## src/core/adc_regs_pkg.sv

```systemverilog
/*
  Shared constants for the converter result and configuration registers:
  pointer codes, field positions, reset values and the sample-rate table.
  Assumes a single ref_clk domain.
*/
package adc_regs_pkg;

  ////////////////////////////////////////////////////////////////////////
  // register pointer codes
  localparam logic [1:0]  PTR_RESULT    = 2'h0;
  localparam logic [1:0]  PTR_CONFIG    = 2'h1;

  // reset values
  localparam logic [15:0] RESULT_RESET  = 16'h0000;
  localparam logic [15:0] CONFIG_RESET  = 16'h8583;
  localparam logic [1:0]  PTR_RESET     = 2'h0;

  // configuration field positions
  localparam int          STATUS_BIT    = 15;
  localparam int          PAIR_LSB      = 12;
  localparam int          RANGE_LSB     = 9;
  localparam int          MODE_BIT      = 8;
  localparam int          RATE_LSB      = 5;
  localparam int          WINMODE_BIT   = 4;
  localparam int          POL_BIT       = 3;
  localparam int          LATCH_BIT     = 2;
  localparam int          QUEUE_LSB     = 0;

  // comparator queue code that switches the comparator off
  localparam logic [1:0]  QUEUE_OFF     = 2'h3;

  ////////////////////////////////////////////////////////////////////////
  // sample rates in samples per second, one per rate code
  localparam int          SPS_0         = 8;
  localparam int          SPS_1         = 16;
  localparam int          SPS_2         = 32;
  localparam int          SPS_3         = 64;
  localparam int          SPS_4         = 128;
  localparam int          SPS_5         = 250;
  localparam int          SPS_6         = 475;
  localparam int          SPS_7         = 860;

  // reference clock rate and period
  localparam int          REF_CLK_HZ    = 25_000_000;
  localparam int          REF_PERIOD_NS = 40;

endpackage : adc_regs_pkg

```

## src/core/adc_result_and_config_regs.sv

```systemverilog
/*
  Result and configuration registers of a 16-bit delta-sigma converter,
  reached through a two-bit register pointer from a serial slave engine.
  Assumes the slave engine delivers pointer writes, register writes and
  register reads as one-cycle strobes on ref_clk, and that the analog
  front end presents a signed sample and a threshold flag at all times.
*/
// Function
// - each finished conversion replaces the signed 16-bit result register
// - result reads zero from power-up until the first conversion finishes
// - pointer 0 selects result, pointer 1 selects configuration
// - configuration register is read/write and resets to 8583h
// - writing 1 to bit 15, or 0 to bit 8, while idle starts conversion, else ignored
// - bit 15 reads 0 while converting and 1 while idle
// - bits 14:12 select the input pair, reset 000
// - bits 11:9 select the full-scale range, reset 010
// - bit 8 chooses continuous (0) or single-shot/power-down (1)
// - bits 7:5 select the sample rate, reset 128 per second
// - queue 11 floats the alert pin; else assert after 1, 2 or 4 hits
// - latched alert stays asserted until result read or alert response
// - polarity bit 0 makes alert active low, 1 active high
module adc_result_and_config_regs #(
  parameter int CLK_HZ = adc_regs_pkg::REF_CLK_HZ,
  parameter int CNT_W  = 24
) (
  input  wire logic        ref_clk,
  input  wire logic        reset_n,
  // strobes from the serial slave engine
  input  wire logic        ptr_wr,
  input  wire logic [1:0]  ptr_val,
  input  wire logic        reg_wr,
  input  wire logic [15:0] reg_wdata,
  input  wire logic        reg_rd,
  output logic      [15:0] rd_data_q,
  output logic             rd_valid_q,
  // analog front end
  input  wire logic [15:0] sample_in,
  input  wire logic        beyond_threshold,
  input  wire logic        alert_response,
  output logic      [2:0]  input_pair_sel_q,
  output logic      [2:0]  gain_range_sel_q,
  output logic             converting_q,
  output logic             conv_done_q,
  // alert/ready pin, driven while alert_oe_q is high
  output logic             alert_o_q,
  output logic             alert_oe_q
);
  import adc_regs_pkg::*;

  if (CNT_W < 2 || CNT_W > 31) begin : g_check
    $error("adc_result_and_config_regs: CNT_W out of range");
  end

  ////////////////////////////////////////////////////////////////////////
  // state
  logic [1:0]       ptr_q, ptr_d;
  logic [15:0]      result_q, result_d;
  logic [14:0]      cfg_q, cfg_d;
  logic             busy_q, busy_d;
  logic [CNT_W-1:0] cnt_q, cnt_d;
  logic             done_q, done_d;
  logic [15:0]      rd_data_d;
  logic             rd_valid_d;
  logic             alert_o_d, alert_oe_d;

  logic             wr_cfg, rd_result, start, finish, restart;
  logic [2:0]       rate_now;
  logic [CNT_W-1:0] period;
  logic             alert_lvl;
  logic             seen_q;

  // live view of the configuration word with the status bit folded in
  function automatic logic [15:0] cfg_view(input logic [14:0] c, input logic b);
    cfg_view = {~b, c};
  endfunction : cfg_view

  ////////////////////////////////////////////////////////////////////////
  // access decode; a write in the pointer-write cycle uses the old pointer
  always_comb begin
    wr_cfg    = reg_wr && (ptr_q == PTR_CONFIG);
    rd_result = reg_rd && (ptr_q == PTR_RESULT);
    finish    = busy_q && (cnt_q == '0);
    // idle: a 1 in bit 15 or a switch to continuous starts work
    start     = wr_cfg && !busy_q &&
                (reg_wdata[STATUS_BIT] || !reg_wdata[MODE_BIT]);
    restart   = finish && !cfg_q[MODE_BIT];
    rate_now  = start ? reg_wdata[RATE_LSB +: 3] : cfg_q[RATE_LSB +: 3];
  end

  rate_decode #(
    .CLK_HZ   (CLK_HZ),
    .CNT_W    (CNT_W)
  ) u_rate (
    .rate_sel (rate_now),
    .period   (period)
  );

  ////////////////////////////////////////////////////////////////////////
  // pointer keeps its value until the host loads a new one
  function automatic logic [1:0] ptr_val_sel(input logic w, input logic [1:0] v,
                                             input logic [1:0] old);
    ptr_val_sel = w ? v : old;
  endfunction : ptr_val_sel

  // pointer and configuration; bit 15 is never stored, it is status
  always_comb begin
    ptr_d = ptr_val_sel(ptr_wr, ptr_val, ptr_q);
    cfg_d = cfg_q;
    if (wr_cfg) begin
      cfg_d = reg_wdata[14:0];
    end
  end

  ////////////////////////////////////////////////////////////////////////
  // conversion sequencer; the period is fixed when a conversion starts
  always_comb begin
    busy_d   = busy_q;
    cnt_d    = cnt_q;
    done_d   = 1'b0;
    result_d = result_q;
    if (start) begin
      busy_d = 1'b1;
      cnt_d  = CNT_W'(period - 1'b1);
    end else if (finish) begin
      done_d   = 1'b1;
      result_d = sample_in;
      if (restart) begin
        cnt_d = CNT_W'(period - 1'b1);
      end else begin
        busy_d = 1'b0;
      end
    end else if (busy_q) begin
      cnt_d = CNT_W'(cnt_q - 1'b1);
    end
  end

  ////////////////////////////////////////////////////////////////////////
  // read port answers one cycle after the strobe
  always_comb begin
    rd_valid_d = reg_rd;
    rd_data_d  = rd_data_q;
    if (reg_rd) begin
      unique case (ptr_q)
        PTR_RESULT: rd_data_d = result_q;
        PTR_CONFIG: rd_data_d = cfg_view(cfg_q, busy_q);
        default:    rd_data_d = 16'h0000;  // thresholds live elsewhere
      endcase
    end
  end

  ////////////////////////////////////////////////////////////////////////
  // comparator queue; a result read or alert response clears a latched alert
  alert_queue u_alert (
    .ref_clk       (ref_clk),
    .reset_n       (reset_n),
    .conv_done     (done_q),
    .beyond        (beyond_threshold),
    .cmp_queue_len (cfg_q[QUEUE_LSB +: 2]),
    .cmp_latch_en  (cfg_q[LATCH_BIT]),
    .alert_clear   (rd_result || alert_response),
    .alert_q       (alert_lvl)
  );

  // pin level follows polarity; queue off releases the pin
  always_comb begin
    alert_o_d  = cfg_q[POL_BIT] ? alert_lvl : ~alert_lvl;
    alert_oe_d = (cfg_q[QUEUE_LSB +: 2] != QUEUE_OFF);
  end

  ////////////////////////////////////////////////////////////////////////
  // registers; result starts at zero until the first finish
  always_ff @(posedge ref_clk or negedge reset_n) begin
    if (!reset_n) begin
      ptr_q      <= PTR_RESET;
      cfg_q      <= CONFIG_RESET[14:0];
      result_q   <= RESULT_RESET;
      busy_q     <= 1'b0;
      cnt_q      <= '0;
      done_q     <= 1'b0;
      rd_data_q  <= 16'h0000;
      rd_valid_q <= 1'b0;
      alert_o_q  <= 1'b1;
      alert_oe_q <= 1'b0;
      seen_q     <= 1'b0;
    end else begin
      ptr_q      <= ptr_d;
      cfg_q      <= cfg_d;
      result_q   <= result_d;
      busy_q     <= busy_d;
      cnt_q      <= cnt_d;
      done_q     <= done_d;
      rd_data_q  <= rd_data_d;
      rd_valid_q <= rd_valid_d;
      alert_o_q  <= alert_o_d;
      alert_oe_q <= alert_oe_d;
      seen_q     <= seen_q || done_d;
    end
  end

  // front-end controls straight from the configuration and sequencer flops
  always_comb begin
    input_pair_sel_q = cfg_q[PAIR_LSB +: 3];
    gain_range_sel_q = cfg_q[RANGE_LSB +: 3];
    converting_q     = busy_q;
    conv_done_q      = done_q;
  end

  ////////////////////////////////////////////////////////////////////////
  // checks: conversion sequencer and result
  AST_RESULT_ON_DONE: assert property (@(posedge ref_clk) disable iff (!reset_n)
      !$stable(result_q) |-> done_q)
    else $error("result changed without a finished conversion");

  AST_FINISH_DONE: assert property (@(posedge ref_clk) disable iff (!reset_n)
      finish |=> conv_done_q && result_q == $past(sample_in))
    else $error("finished conversion did not load the sample");

  AST_RESULT_ZERO: assert property (@(posedge ref_clk) disable iff (!reset_n)
      !seen_q |-> result_q == 16'h0000)
    else $error("result nonzero before first conversion");

  AST_START_IDLE: assert property (@(posedge ref_clk) disable iff (!reset_n)
      reg_wr && ptr_q == PTR_CONFIG && reg_wdata[STATUS_BIT] && !busy_q
      |=> busy_q && conv_done_q == 1'b0)
    else $error("start request while idle did not start");

  AST_IDLE_STAYS: assert property (@(posedge ref_clk) disable iff (!reset_n)
      !busy_q && !(reg_wr && ptr_q == PTR_CONFIG) |=> !busy_q)
    else $error("conversion started without a configuration write");

  AST_BUSY_HOLDS: assert property (@(posedge ref_clk) disable iff (!reset_n)
      busy_q && cnt_q != '0 |=> busy_q)
    else $error("conversion cut short by a write");

  AST_COUNT_DOWN: assert property (@(posedge ref_clk) disable iff (!reset_n)
      busy_q && cnt_q != '0 |=> cnt_q == CNT_W'($past(cnt_q) - 1'b1))
    else $error("conversion counter skipped a cycle");

  AST_START_CONT: assert property (@(posedge ref_clk) disable iff (!reset_n)
      reg_wr && ptr_q == PTR_CONFIG && !busy_q && !reg_wdata[MODE_BIT] |=> busy_q)
    else $error("continuous mode write did not start");

  // a new start one cycle after the end is legal, so the second cycle allows it
  AST_SINGLE_ENDS: assert property (@(posedge ref_clk) disable iff (!reset_n)
      finish && cfg_q[MODE_BIT] && !start |=> !busy_q ##1 (!busy_q || $past(start)))
    else $error("single-shot did not return to power-down");

  AST_CONT_RUNS: assert property (@(posedge ref_clk) disable iff (!reset_n)
      finish && !cfg_q[MODE_BIT] |=> busy_q && conv_done_q)
    else $error("continuous mode stopped after a conversion");

  ////////////////////////////////////////////////////////////////////////
  // checks: pointer and register port
  AST_PTR_LOAD: assert property (@(posedge ref_clk) disable iff (!reset_n)
      ptr_wr |=> ptr_q == $past(ptr_val))
    else $error("pointer write not taken");

  AST_PTR_HOLD: assert property (@(posedge ref_clk) disable iff (!reset_n)
      !ptr_wr |=> $stable(ptr_q))
    else $error("pointer changed without a pointer write");

  AST_READ_RESULT: assert property (@(posedge ref_clk) disable iff (!reset_n)
      reg_rd && ptr_q == PTR_RESULT |=> rd_valid_q && rd_data_q == $past(result_q))
    else $error("result read returned wrong data");

  AST_UNMAPPED_ZERO: assert property (@(posedge ref_clk) disable iff (!reset_n)
      reg_rd && ptr_q[1] |=> rd_data_q == 16'h0000)
    else $error("unmapped read returned nonzero data");

  AST_VALID_PULSE: assert property (@(posedge ref_clk) disable iff (!reset_n)
      1'b1 |=> rd_valid_q == $past(reg_rd))
    else $error("read valid does not follow the read strobe");

  AST_RDATA_HOLDS: assert property (@(posedge ref_clk) disable iff (!reset_n)
      !reg_rd |=> $stable(rd_data_q))
    else $error("read data changed without a read");

  AST_CFG_WRITE: assert property (@(posedge ref_clk) disable iff (!reset_n)
      reg_wr && ptr_q == PTR_CONFIG
      |=> cfg_q == $past(reg_wdata[14:0]) ##1 1'b1)
    else $error("configuration write not stored");

  AST_CFG_HOLD: assert property (@(posedge ref_clk) disable iff (!reset_n)
      !(reg_wr && ptr_q == PTR_CONFIG) |=> $stable(cfg_q))
    else $error("configuration changed without a write");

  AST_READ_CFG_FIELDS: assert property (@(posedge ref_clk) disable iff (!reset_n)
      reg_rd && ptr_q == PTR_CONFIG |=> rd_data_q[14:0] == $past(cfg_q))
    else $error("configuration read returned wrong fields");

  AST_STATUS_READ: assert property (@(posedge ref_clk) disable iff (!reset_n)
      reg_rd && ptr_q == PTR_CONFIG |=> rd_data_q[STATUS_BIT] == !$past(busy_q))
    else $error("status bit does not mirror conversion state");

  ////////////////////////////////////////////////////////////////////////
  // checks: alert pin
  AST_PIN_RELEASE: assert property (@(posedge ref_clk) disable iff (!reset_n)
      cfg_q[QUEUE_LSB +: 2] == QUEUE_OFF |=> !alert_oe_q)
    else $error("alert pin driven with comparator off");

  AST_PIN_DRIVEN: assert property (@(posedge ref_clk) disable iff (!reset_n)
      cfg_q[QUEUE_LSB +: 2] != QUEUE_OFF |=> alert_oe_q)
    else $error("alert pin released with comparator on");

  AST_POLARITY: assert property (@(posedge ref_clk) disable iff (!reset_n)
      1'b1 |=> alert_o_q ==
        ($past(cfg_q[POL_BIT]) ? $past(alert_lvl) : !$past(alert_lvl)))
    else $error("alert pin level ignores polarity");

endmodule : adc_result_and_config_regs

```

## src/core/alert_queue.sv

```systemverilog
/*
  Comparator queue and latch: counts successive out-of-threshold results
  and raises an internal alert level.  Assumes the threshold comparison
  itself is done outside and reported with each finished conversion.
*/
module alert_queue (
  input  wire logic       ref_clk,
  input  wire logic       reset_n,
  input  wire logic       conv_done,
  input  wire logic       beyond,
  input  wire logic [1:0] cmp_queue_len,
  input  wire logic       cmp_latch_en,
  input  wire logic       alert_clear,
  output logic            alert_q
);
  import adc_regs_pkg::*;

  logic [2:0] count_q, count_d;
  logic       alert_d;

  ////////////////////////////////////////////////////////////////////////
  // successive hits needed for each queue code
  function automatic logic [2:0] hits_needed(input logic [1:0] q);
    unique case (q)
      2'h0:    hits_needed = 3'h1;
      2'h1:    hits_needed = 3'h2;
      default: hits_needed = 3'h4;
    endcase
  endfunction : hits_needed

  // set beats clear so a hit in the clearing cycle survives
  always_comb begin
    count_d = count_q;
    alert_d = alert_q;
    if (alert_clear && cmp_latch_en) begin
      alert_d = 1'b0;
    end
    if (cmp_queue_len == QUEUE_OFF) begin
      count_d = 3'h0;
      alert_d = 1'b0;
    end else if (conv_done) begin
      if (beyond) begin
        if (count_q != 3'h4) begin
          count_d = count_q + 3'h1;
        end
        if (count_q + 3'h1 >= hits_needed(cmp_queue_len)) begin
          alert_d = 1'b1;
        end
      end else begin
        count_d = 3'h0;
        if (!cmp_latch_en) begin
          alert_d = 1'b0;
        end
      end
    end
  end

  always_ff @(posedge ref_clk or negedge reset_n) begin
    if (!reset_n) begin
      count_q <= 3'h0;
      alert_q <= 1'b0;
    end else begin
      count_q <= count_d;
      alert_q <= alert_d;
    end
  end

  ////////////////////////////////////////////////////////////////////////
  // a latched alert holds through in-range results until cleared
  AST_LATCH_HOLDS: assert property (@(posedge ref_clk) disable iff (!reset_n)
      alert_q && cmp_latch_en && !alert_clear && cmp_queue_len != QUEUE_OFF
      |=> alert_q)
    else $error("latched alert dropped without a clear");

endmodule : alert_queue

```

## src/core/rate_decode.sv

```systemverilog
/*
  Turns a sample-rate code into the number of reference clocks that one
  conversion lasts.  Assumes the caller loads the value only at the start
  of a conversion.
*/
module rate_decode #(
  parameter int CLK_HZ = adc_regs_pkg::REF_CLK_HZ,
  parameter int CNT_W  = 24
) (
  input  wire logic [2:0]       rate_sel,
  output logic      [CNT_W-1:0] period
);
  import adc_regs_pkg::*;

  ////////////////////////////////////////////////////////////////////////
  // refuse a counter too narrow for the slowest rate
  if ((CLK_HZ / SPS_0) >= (64'd1 << CNT_W) || (CLK_HZ / SPS_7) < 1) begin : g_check
    $error("rate_decode: CNT_W too small or CLK_HZ too low");
  end

  // least time rounds down to whole cycles, never below one
  always_comb begin
    unique case (rate_sel)
      3'h0: period = CNT_W'(CLK_HZ / SPS_0);
      3'h1: period = CNT_W'(CLK_HZ / SPS_1);
      3'h2: period = CNT_W'(CLK_HZ / SPS_2);
      3'h3: period = CNT_W'(CLK_HZ / SPS_3);  // still in the doubling series, 64 per second
      3'h4: period = CNT_W'(CLK_HZ / SPS_4);
      3'h5: period = CNT_W'(CLK_HZ / SPS_5);
      3'h6: period = CNT_W'(CLK_HZ / SPS_6);
      3'h7: period = CNT_W'(CLK_HZ / SPS_7);
    endcase
  end

endmodule : rate_decode
```

## config.mk

```make
export PLATFORM = sky130hd
export DESIGN_NAME = adc_result_and_config_regs
export DESIGN_NICKNAME = d
export VERILOG_FILES = /design/src/core/adc_regs_pkg.sv /design/src/core/adc_result_and_config_regs.sv /design/src/core/alert_queue.sv /design/src/core/rate_decode.sv
export SDC_FILE = /design/constraint.sdc
export NUM_CORES = 1
export LEC_CHECK = 0
export ABC_AREA = 0
export BUFFER_PORTS_ARGS = -buffer_cell sky130_fd_sc_hd__buf_4
export CORE_UTILIZATION = 50
export CTS_BUF_LIST = sky130_fd_sc_hd__clkbuf_4
export DETAILED_ROUTE_END_ITERATION = 8
export PLACE_DENSITY_LB_ADDON = 0.3
export SLEW_MARGIN = 30
export SYNTH_ARGS = -nofsm -noshare
export SYNTH_HDL_FRONTEND = slang
export SYNTH_HIERARCHICAL = 1
export SYNTH_SLANG_ARGS = --single-unit
```

## constraint.sdc

```tcl
create_clock -name ref_clk -period 5.8 [get_ports ref_clk]
set_input_delay 0.29 -clock ref_clk [delete_from_list [all_inputs] [get_ports ref_clk]]
set_output_delay 0.29 -clock ref_clk [all_outputs]
set_load 0.03 [all_outputs]
```

Yosys cells after proc, flatten, opt, wreduce, memory -nomap -nowiden

Memory sizes are Yosys's and may differ from the RTL's.
Index checks and enable logic that the tools add are counted.

Flip-flop bits (word level): 82
Bits in read-only memories: 176
Input port bits: 41
Word-level logic and storage cells: 76
Memories kept: 1

Memory list:

| name             | words | bits a word | read ports | clocked after Yosys merged registers in | wr ports | RTL line          | source |
|---|---|---|---|---|---|---|---|
| (name not given) | 8     | 22          | 1          | 0                                       | 0        | rate_decode.sv:23 | `unique case (rate_sel)` |

$add $sub $neg: 3
Magnitude comparators: 1
Eq/ne operators: 8
Multiplexer cells: 26
Bitwise logic cells: 3
Reduce and logical (&&, ||, !) cells: 22

Operators with widths:

| cell                    | number |
|---|---|
| $mux W24                | 4 |
| $sub A24 B1 Y24 const B | 2 |
| $pmux W16 S2            | 1 |
| $logic_not A24 Y1       | 1 |
| $mux W3                 | 8 |
| $mux W1                 | 12 |
| $reduce_and A2 Y1       | 4 |
| $logic_and A1 B1 Y1     | 7 |
| $pmux W3 S2             | 1 |
| $eq A2 B1 Y1 const B    | 2 |
| $logic_not A2 Y1        | 2 |
| $ne A2 B2 Y1 const B    | 2 |
| $reduce_bool A2 Y1      | 2 |
| $add A3 B1 Y3 const B   | 1 |
| $ge A3 B3 Y1            | 1 |
| $logic_not A1 Y1        | 3 |
| $ne A3 B1 Y1 const B    | 1 |
| $ne A3 B2 Y1 const B    | 1 |
| $ne A3 B3 Y1 const B    | 1 |
| $not A1 Y1              | 3 |
| $reduce_bool A3 Y1      | 1 |
| $eq A2 B2 Y1 const B    | 1 |
| $logic_or A1 B1 Y1      | 2 |

Longest topological paths before layout

Depth after elaboration: 10
Depth in mapped cells: 17
Gate-level depth less buffers: 15

Hierarchy

Netlist, hierarchy kept.

By module, submodules not included:

| module                     | times used | cells an instance | area each (um^2) | seq. area each (um^2) |
|---|---|---|---|---|
| adc_result_and_config_regs | 1          | 464               | 4,271.6          | 1,959.4 |
| alert_queue                | 1          | 36                | 315.3            | 100.1 |
| rate_decode                | 1          | 41                | 300.3            | 0.0 |

Worst setup path before layout

Ideal clock, no wire load.

Path kind: register to register
From: register ptr_q[0]
To: register cnt_q[23]
Arrival time: 3.996 ns
Data required time: 5.723 ns
Setup slack: 1.727 ns
Stages on the path, launching flop included: 17
Buffers on the path: 2
Period minus slack after synthesis: 4.073 ns
Cell sequence: dfrtp_1 -> buf_2 -> nand3b_1 -> nor3_1 -> clkbuf_1 -> nand2_1 -> nand2_1 -> inv_1 -> ha_1 -> nor2b_1 -> a21o_1 -> nor3_1 -> nand4b_1 -> nor3_1 -> nor4b_1 -> xnor2_1 -> a21oi_1

Cells in the longest elaborated chain, start to end: 10

Ends and longest elaborated chain:

| item                               | RTL line                                                             | source |
|---|---|---|
| start, declared                    | adc_result_and_config_regs.sv:56                                     | `logic [1:0] ptr_q, ptr_d;` |
| start signal, assigned             | adc_result_and_config_regs.sv:186                                    | `ptr_q <= ptr_d;` |
| $eq A2 B1 Y1 *                     | adc_result_and_config_regs.sv:80                                     | `wr_cfg = reg_wr && (ptr_q == PTR_CONFIG);` |
| $logic_and A1 B1 Y1 *              | adc_result_and_config_regs.sv:80                                     |  |
| $logic_and A1 B1 Y1 * (2 in a row) | adc_result_and_config_regs.sv:84                                     | `start = wr_cfg && !busy_q &&` |
| $mux W3 *                          | adc_result_and_config_regs.sv:87                                     | `rate_now = start ? reg_wdata[RATE_LSB +: 3] : cfg_q[RATE_LSB +: 3];` |
| via rate_now[0]                    | adc_result_and_config_regs.sv:67                                     | `logic [2:0] rate_now;` |
| $mem_v2 Z8 W22 *                   | n/a                                                                  |  |
| via period[21]                     | adc_result_and_config_regs.sv:68                                     | `logic [CNT_W-1:0] period;` |
| $sub A24 B1 Y24 *                  | adc_result_and_config_regs.sv:123, adc_result_and_config_regs.sv:128 |  |
| $mux W24                           | adc_result_and_config_regs.sv:127                                    | `if (restart) begin` |
| $mux W24                           | adc_result_and_config_regs.sv:124                                    | `end else if (finish) begin` |
| $mux W24 *                         | adc_result_and_config_regs.sv:121                                    | `if (start) begin` |
| end signal, assigned               | adc_result_and_config_regs.sv:190                                    | `cnt_q <= cnt_d;` |
| end, declared                      | adc_result_and_config_regs.sv:60                                     | `logic [CNT_W-1:0] cnt_q, cnt_d;` |

The timed path passes the listed nets; every way through them passes the cells marked *. The select of a mux whose other input is x is not followed.
A chain may end at the register's enable or synchronous reset.

Final worst setup path

From: register ptr_q[1]
To: register cnt_q[23]

The elaborated chain is that of the path after synthesis.

==> results.md <==
- Outcome: completed
- Total Power: 2.10 mW
- Register-to-Register Path Depth: 12
- Slew Limit Fails: 0
- Min-Delay Path Class: input pin to flop
- Routed wl met3: 580 um
- Cells after synthesis: 541
- Top_reg_cell synth: dfrtp_1
- Post-layout instance area: 5600 um^2
- Worst path bufs/invs: 0
- DRC Markers: 0
- Mean post-synth cell area: 9.03 um^2
- Mapped cell area: 4890 um^2
- Ys Warns: 6
- Post-synthesis register bit count: 82
- DP HPWL: 8.41 mm
- Number of gates given a new drive strength after cts: 0
- Register area share after synthesis: 42.1%
- # fillers: 825
- Final min period: 4.80 ns
- Initial Utilization: 52.1%
- Post-DP Area: 5410 um^2
- Yosys cell types: 64
- CP endpoint: cnt_q[23]
- Worst Path Max Fanout: 21
- Antenna violations before repair: 0
- CP Launch Type: flop
- CP delay by family, top: simple AND/OR/NAND/NOR gates
- Critical path, cell by cell: nand3b_1 > or3_1 > nand2_1 > nand2_1 > nand2_1 > o21ai_1 > nor3_1 > nand4b_1 > nor3_1 > nor4b_1 > xnor2_1 > a21oi_1
- Routed Antenna Nets: 0
- GP Congestion: 0.945
- Total GRT Usage: 25.1%
- Crit Path Class: flop to flop
- Setup crit start: ptr_q[1]
- Slowest stage delay, CP: 0.81 ns
- Asr flop ratio synth: 100%
- Worst-path clk slew: 0.15 ns
- Die Ht: 101 um
- Hold depth: 3
- Core area: 9370 um^2
- Clock sinks: 82
- Max-Cap Viols: 0
- Final setup skew: 0.0196 ns
- Worst Path Arrival: 5.16 ns
- Setup_tns: 0 ns
- Nets@finish: 648
- F_max: 208 MHz
- WL/cell: 16.3 um
- EDFF count, synth: 0
- Die area: 10200 um^2
- CTS H-Tree Depth: 3
- Area grow syn2layout: 14.6%
- First-pass GRT wire length: 19.7 mm
- Row cnt: 35
- Slowest CP cell: or3_1
- Routed wl met2: 5.77 mm
- CTS tree: built
- Grt total ovfl: 0
- Fin. Hold Viols: 0
- CTS Buf Count: 9
- Die width: 101 um
- Cell with the most instances on the worst path: nand2_1
- Vias in the first global route: 4063
- Top Ports: 68
- Clock Tree Buf Depth: 2
- DR vias: 4213
- Start of the worst register-to-register path: ptr_q[1]
- Top sig layer: met4
- Largest net degree at the start of global routing: 83
- Final Non-Filler Cells: 727
- Root buf cell: clkbuf_4
- CP required: 6.16 ns
- Worst slew pin tran: 0.983 ns
- Reg-to-Reg End: cnt_q[23]
- Total wire length: 11.9 mm
- RSZ-0062 raised after global routing: no
- Fin util: 59.7%
- VDD IR max: 0.170 mV
- Vias/cell: 5.80
- Share of cells above drive strength 1: 20.4%
- Placed insts: 709
- Crit. End Element: flop
- Worst relative slew slack: 34.5%
- Final number of setup-violating endpoints: 0
- Worst skew pair latency: 0.44 ns
- Cell count along the critical path: 12
- Pleak: 2.46 nW
- Wire length on met1: 5.33 mm
- Power per cell area: 375 nW/um^2
- DRT Pass-1 Iters: 5
- Period Utilization, post-route: 82.7%
- Number of DRC markers in iteration 0: 202
- Worst reg-to-reg setup slack: 1.00 ns
- Port bufs: 67
-- metal layers --
| layer | track usage (%) | vias up |
|---|---|---|
| met5 | 0 | - |
| met4 | 8.14 | 0 |
| met3 | 4.65 | 16 |
| met2 | 42.3 | 143 |
| met1 | 32.8 | 2050 |
| li1 | - | 2004 |
-- registers in the layout (all words and copies together), names as in the netlist --
name	flops
cnt_q	24
u_alert/count_q	3
converting_q	1
ptr_q	2
u_alert/alert_q	1
rd_data_q	16
conv_done_q	1
result_q	16
alert_o_q	1
cfg_q	15
rd_valid_q	1
alert_oe_q	1
-- synthesized netlist by cell type, types with 3 or more instances --
master	instances	area share [%]
nand2_1	87	6.7
dfrtp_1	76	39
nor2_1	38	2.9
inv_1	30	2.3
mux2i_1	23	4.7
nor3_1	22	2.3
o22ai_1	21	2.7
o21ai_0	18	1.8
mux2_2	17	3.9
clkbuf_1	16	1.2
ha_1	15	3.8
xor2_1	15	2.7
a21oi_1	14	1.4
nand3_1	12	1.2
xnor2_1	9	1.6
buf_4	8	1.2
nand2b_1	7	0.90
nand4_1	7	0.90
nor4_1	7	0.90
a22oi_1	6	0.92
dfstp_2	6	3.2
or3_1	6	0.77
a21o_1	5	0.77
a31oi_1	5	0.64
and2_1	5	0.64
buf_2	4	0.41
nor2b_1	4	0.51
or4_1	4	0.61
a211oi_1	3	0.46
a41oi_1	3	0.54
o211ai_1	3	0.46
-- report_power, final --
part | switching [mW] | total, mW | internal [mW]
clock | 0.224 | 0.407 | 0.182
combinational | 0.499 | 0.829 | 0.330
sequential | 0.154 | 0.863 | 0.709
total | 0.878 | 2.10 | 1.22
-- layout make-up --
type / instances / area [um^2] / share of cell area [%]
sequential: 82 / 2060 / 36.8
inverter: 31 / 116 / 2.08
antenna: 1 / 2.50 / 0.0447
clock inverter: 7 / 105 / 1.88
multi-input combinational: 397 / 2550 / 45.5
timing repair buffer: 71 / 539 / 9.63
clock buffer: 9 / 67.6 / 1.21
tap: 129 / 161 / 2.88
-- worst reg2reg max path, delay by kind of cell (launching register included) --
family / cells / cell delay [ns]
flip-flops: 1 / 0.43
AO/OA/AOI/OAI: 2 / 0.30
XOR/XNOR: 1 / 0.11
AND/OR/NAND/NOR: 9 / 3.88
-- worst min-delay path by stage --
| stage | start | endpoint | slack [ns] |
|---|---|---|---|
| global route | sample_in[7] | result_q[7] | 0.02 |
| global placement | u_alert/alert_q | alert_o_q | 0.45 |
| CTS | sample_in[11] | result_q[11] | 0.02 |
| floorplan | reset_n | alert_oe_q | -0.006 |
| finish | sample_in[11] | result_q[11] | 0.03 |
| detailed placement | reset_n | rd_data_q[2] | 0.39 |
-- placed cells by master, fill, tap and decap left out, drive strengths merged, types with 9 or more instances in the layout --
cell,instances
clkbuf,9
dfrtp,76
ha,15
nor3,24
inv,35
nand3,12
o21ai,22
xnor2,9
buf,70
a21oi,14
nor2,38
o22ai,21
xor2,15
mux2,17
nand2,89
mux2i,23
-- metrics by stage --
| step | worst slack [ns] | hold WS, ns |
|---|---|---|
| floorplan | 1.73 | -0.00559 |
| global placement | 1.32 | 0.445 |
| detailed placement | 1.12 | 0.388 |
| CTS | 1.07 | 0.0207 |
| global route | 0.461 | 0.0211 |
| finish | 1.00 | 0.0336 |
-- what timing repair did --
item / 4_1_cts / 5_1_grt
buffers inserted: 0 / 0
setup endpoints to repair: 0 / 0
hold buffers: 1 / 0
hold endpoints to repair: 76 / 0
-- cell families after synthesis --
family	after synthesis	synth area share [%]
adders and majority gates	15	3.84
muxes	40	8.63
DFF	82	42.1
and+or+nand+nor	215	21.1
AOI/OAI and AO/OA	101	13.9
buffers and inverters	63	5.94
other	1	0.0767
xor gates and xnor gates	24	4.30
(Power assumes the default switching activity.)
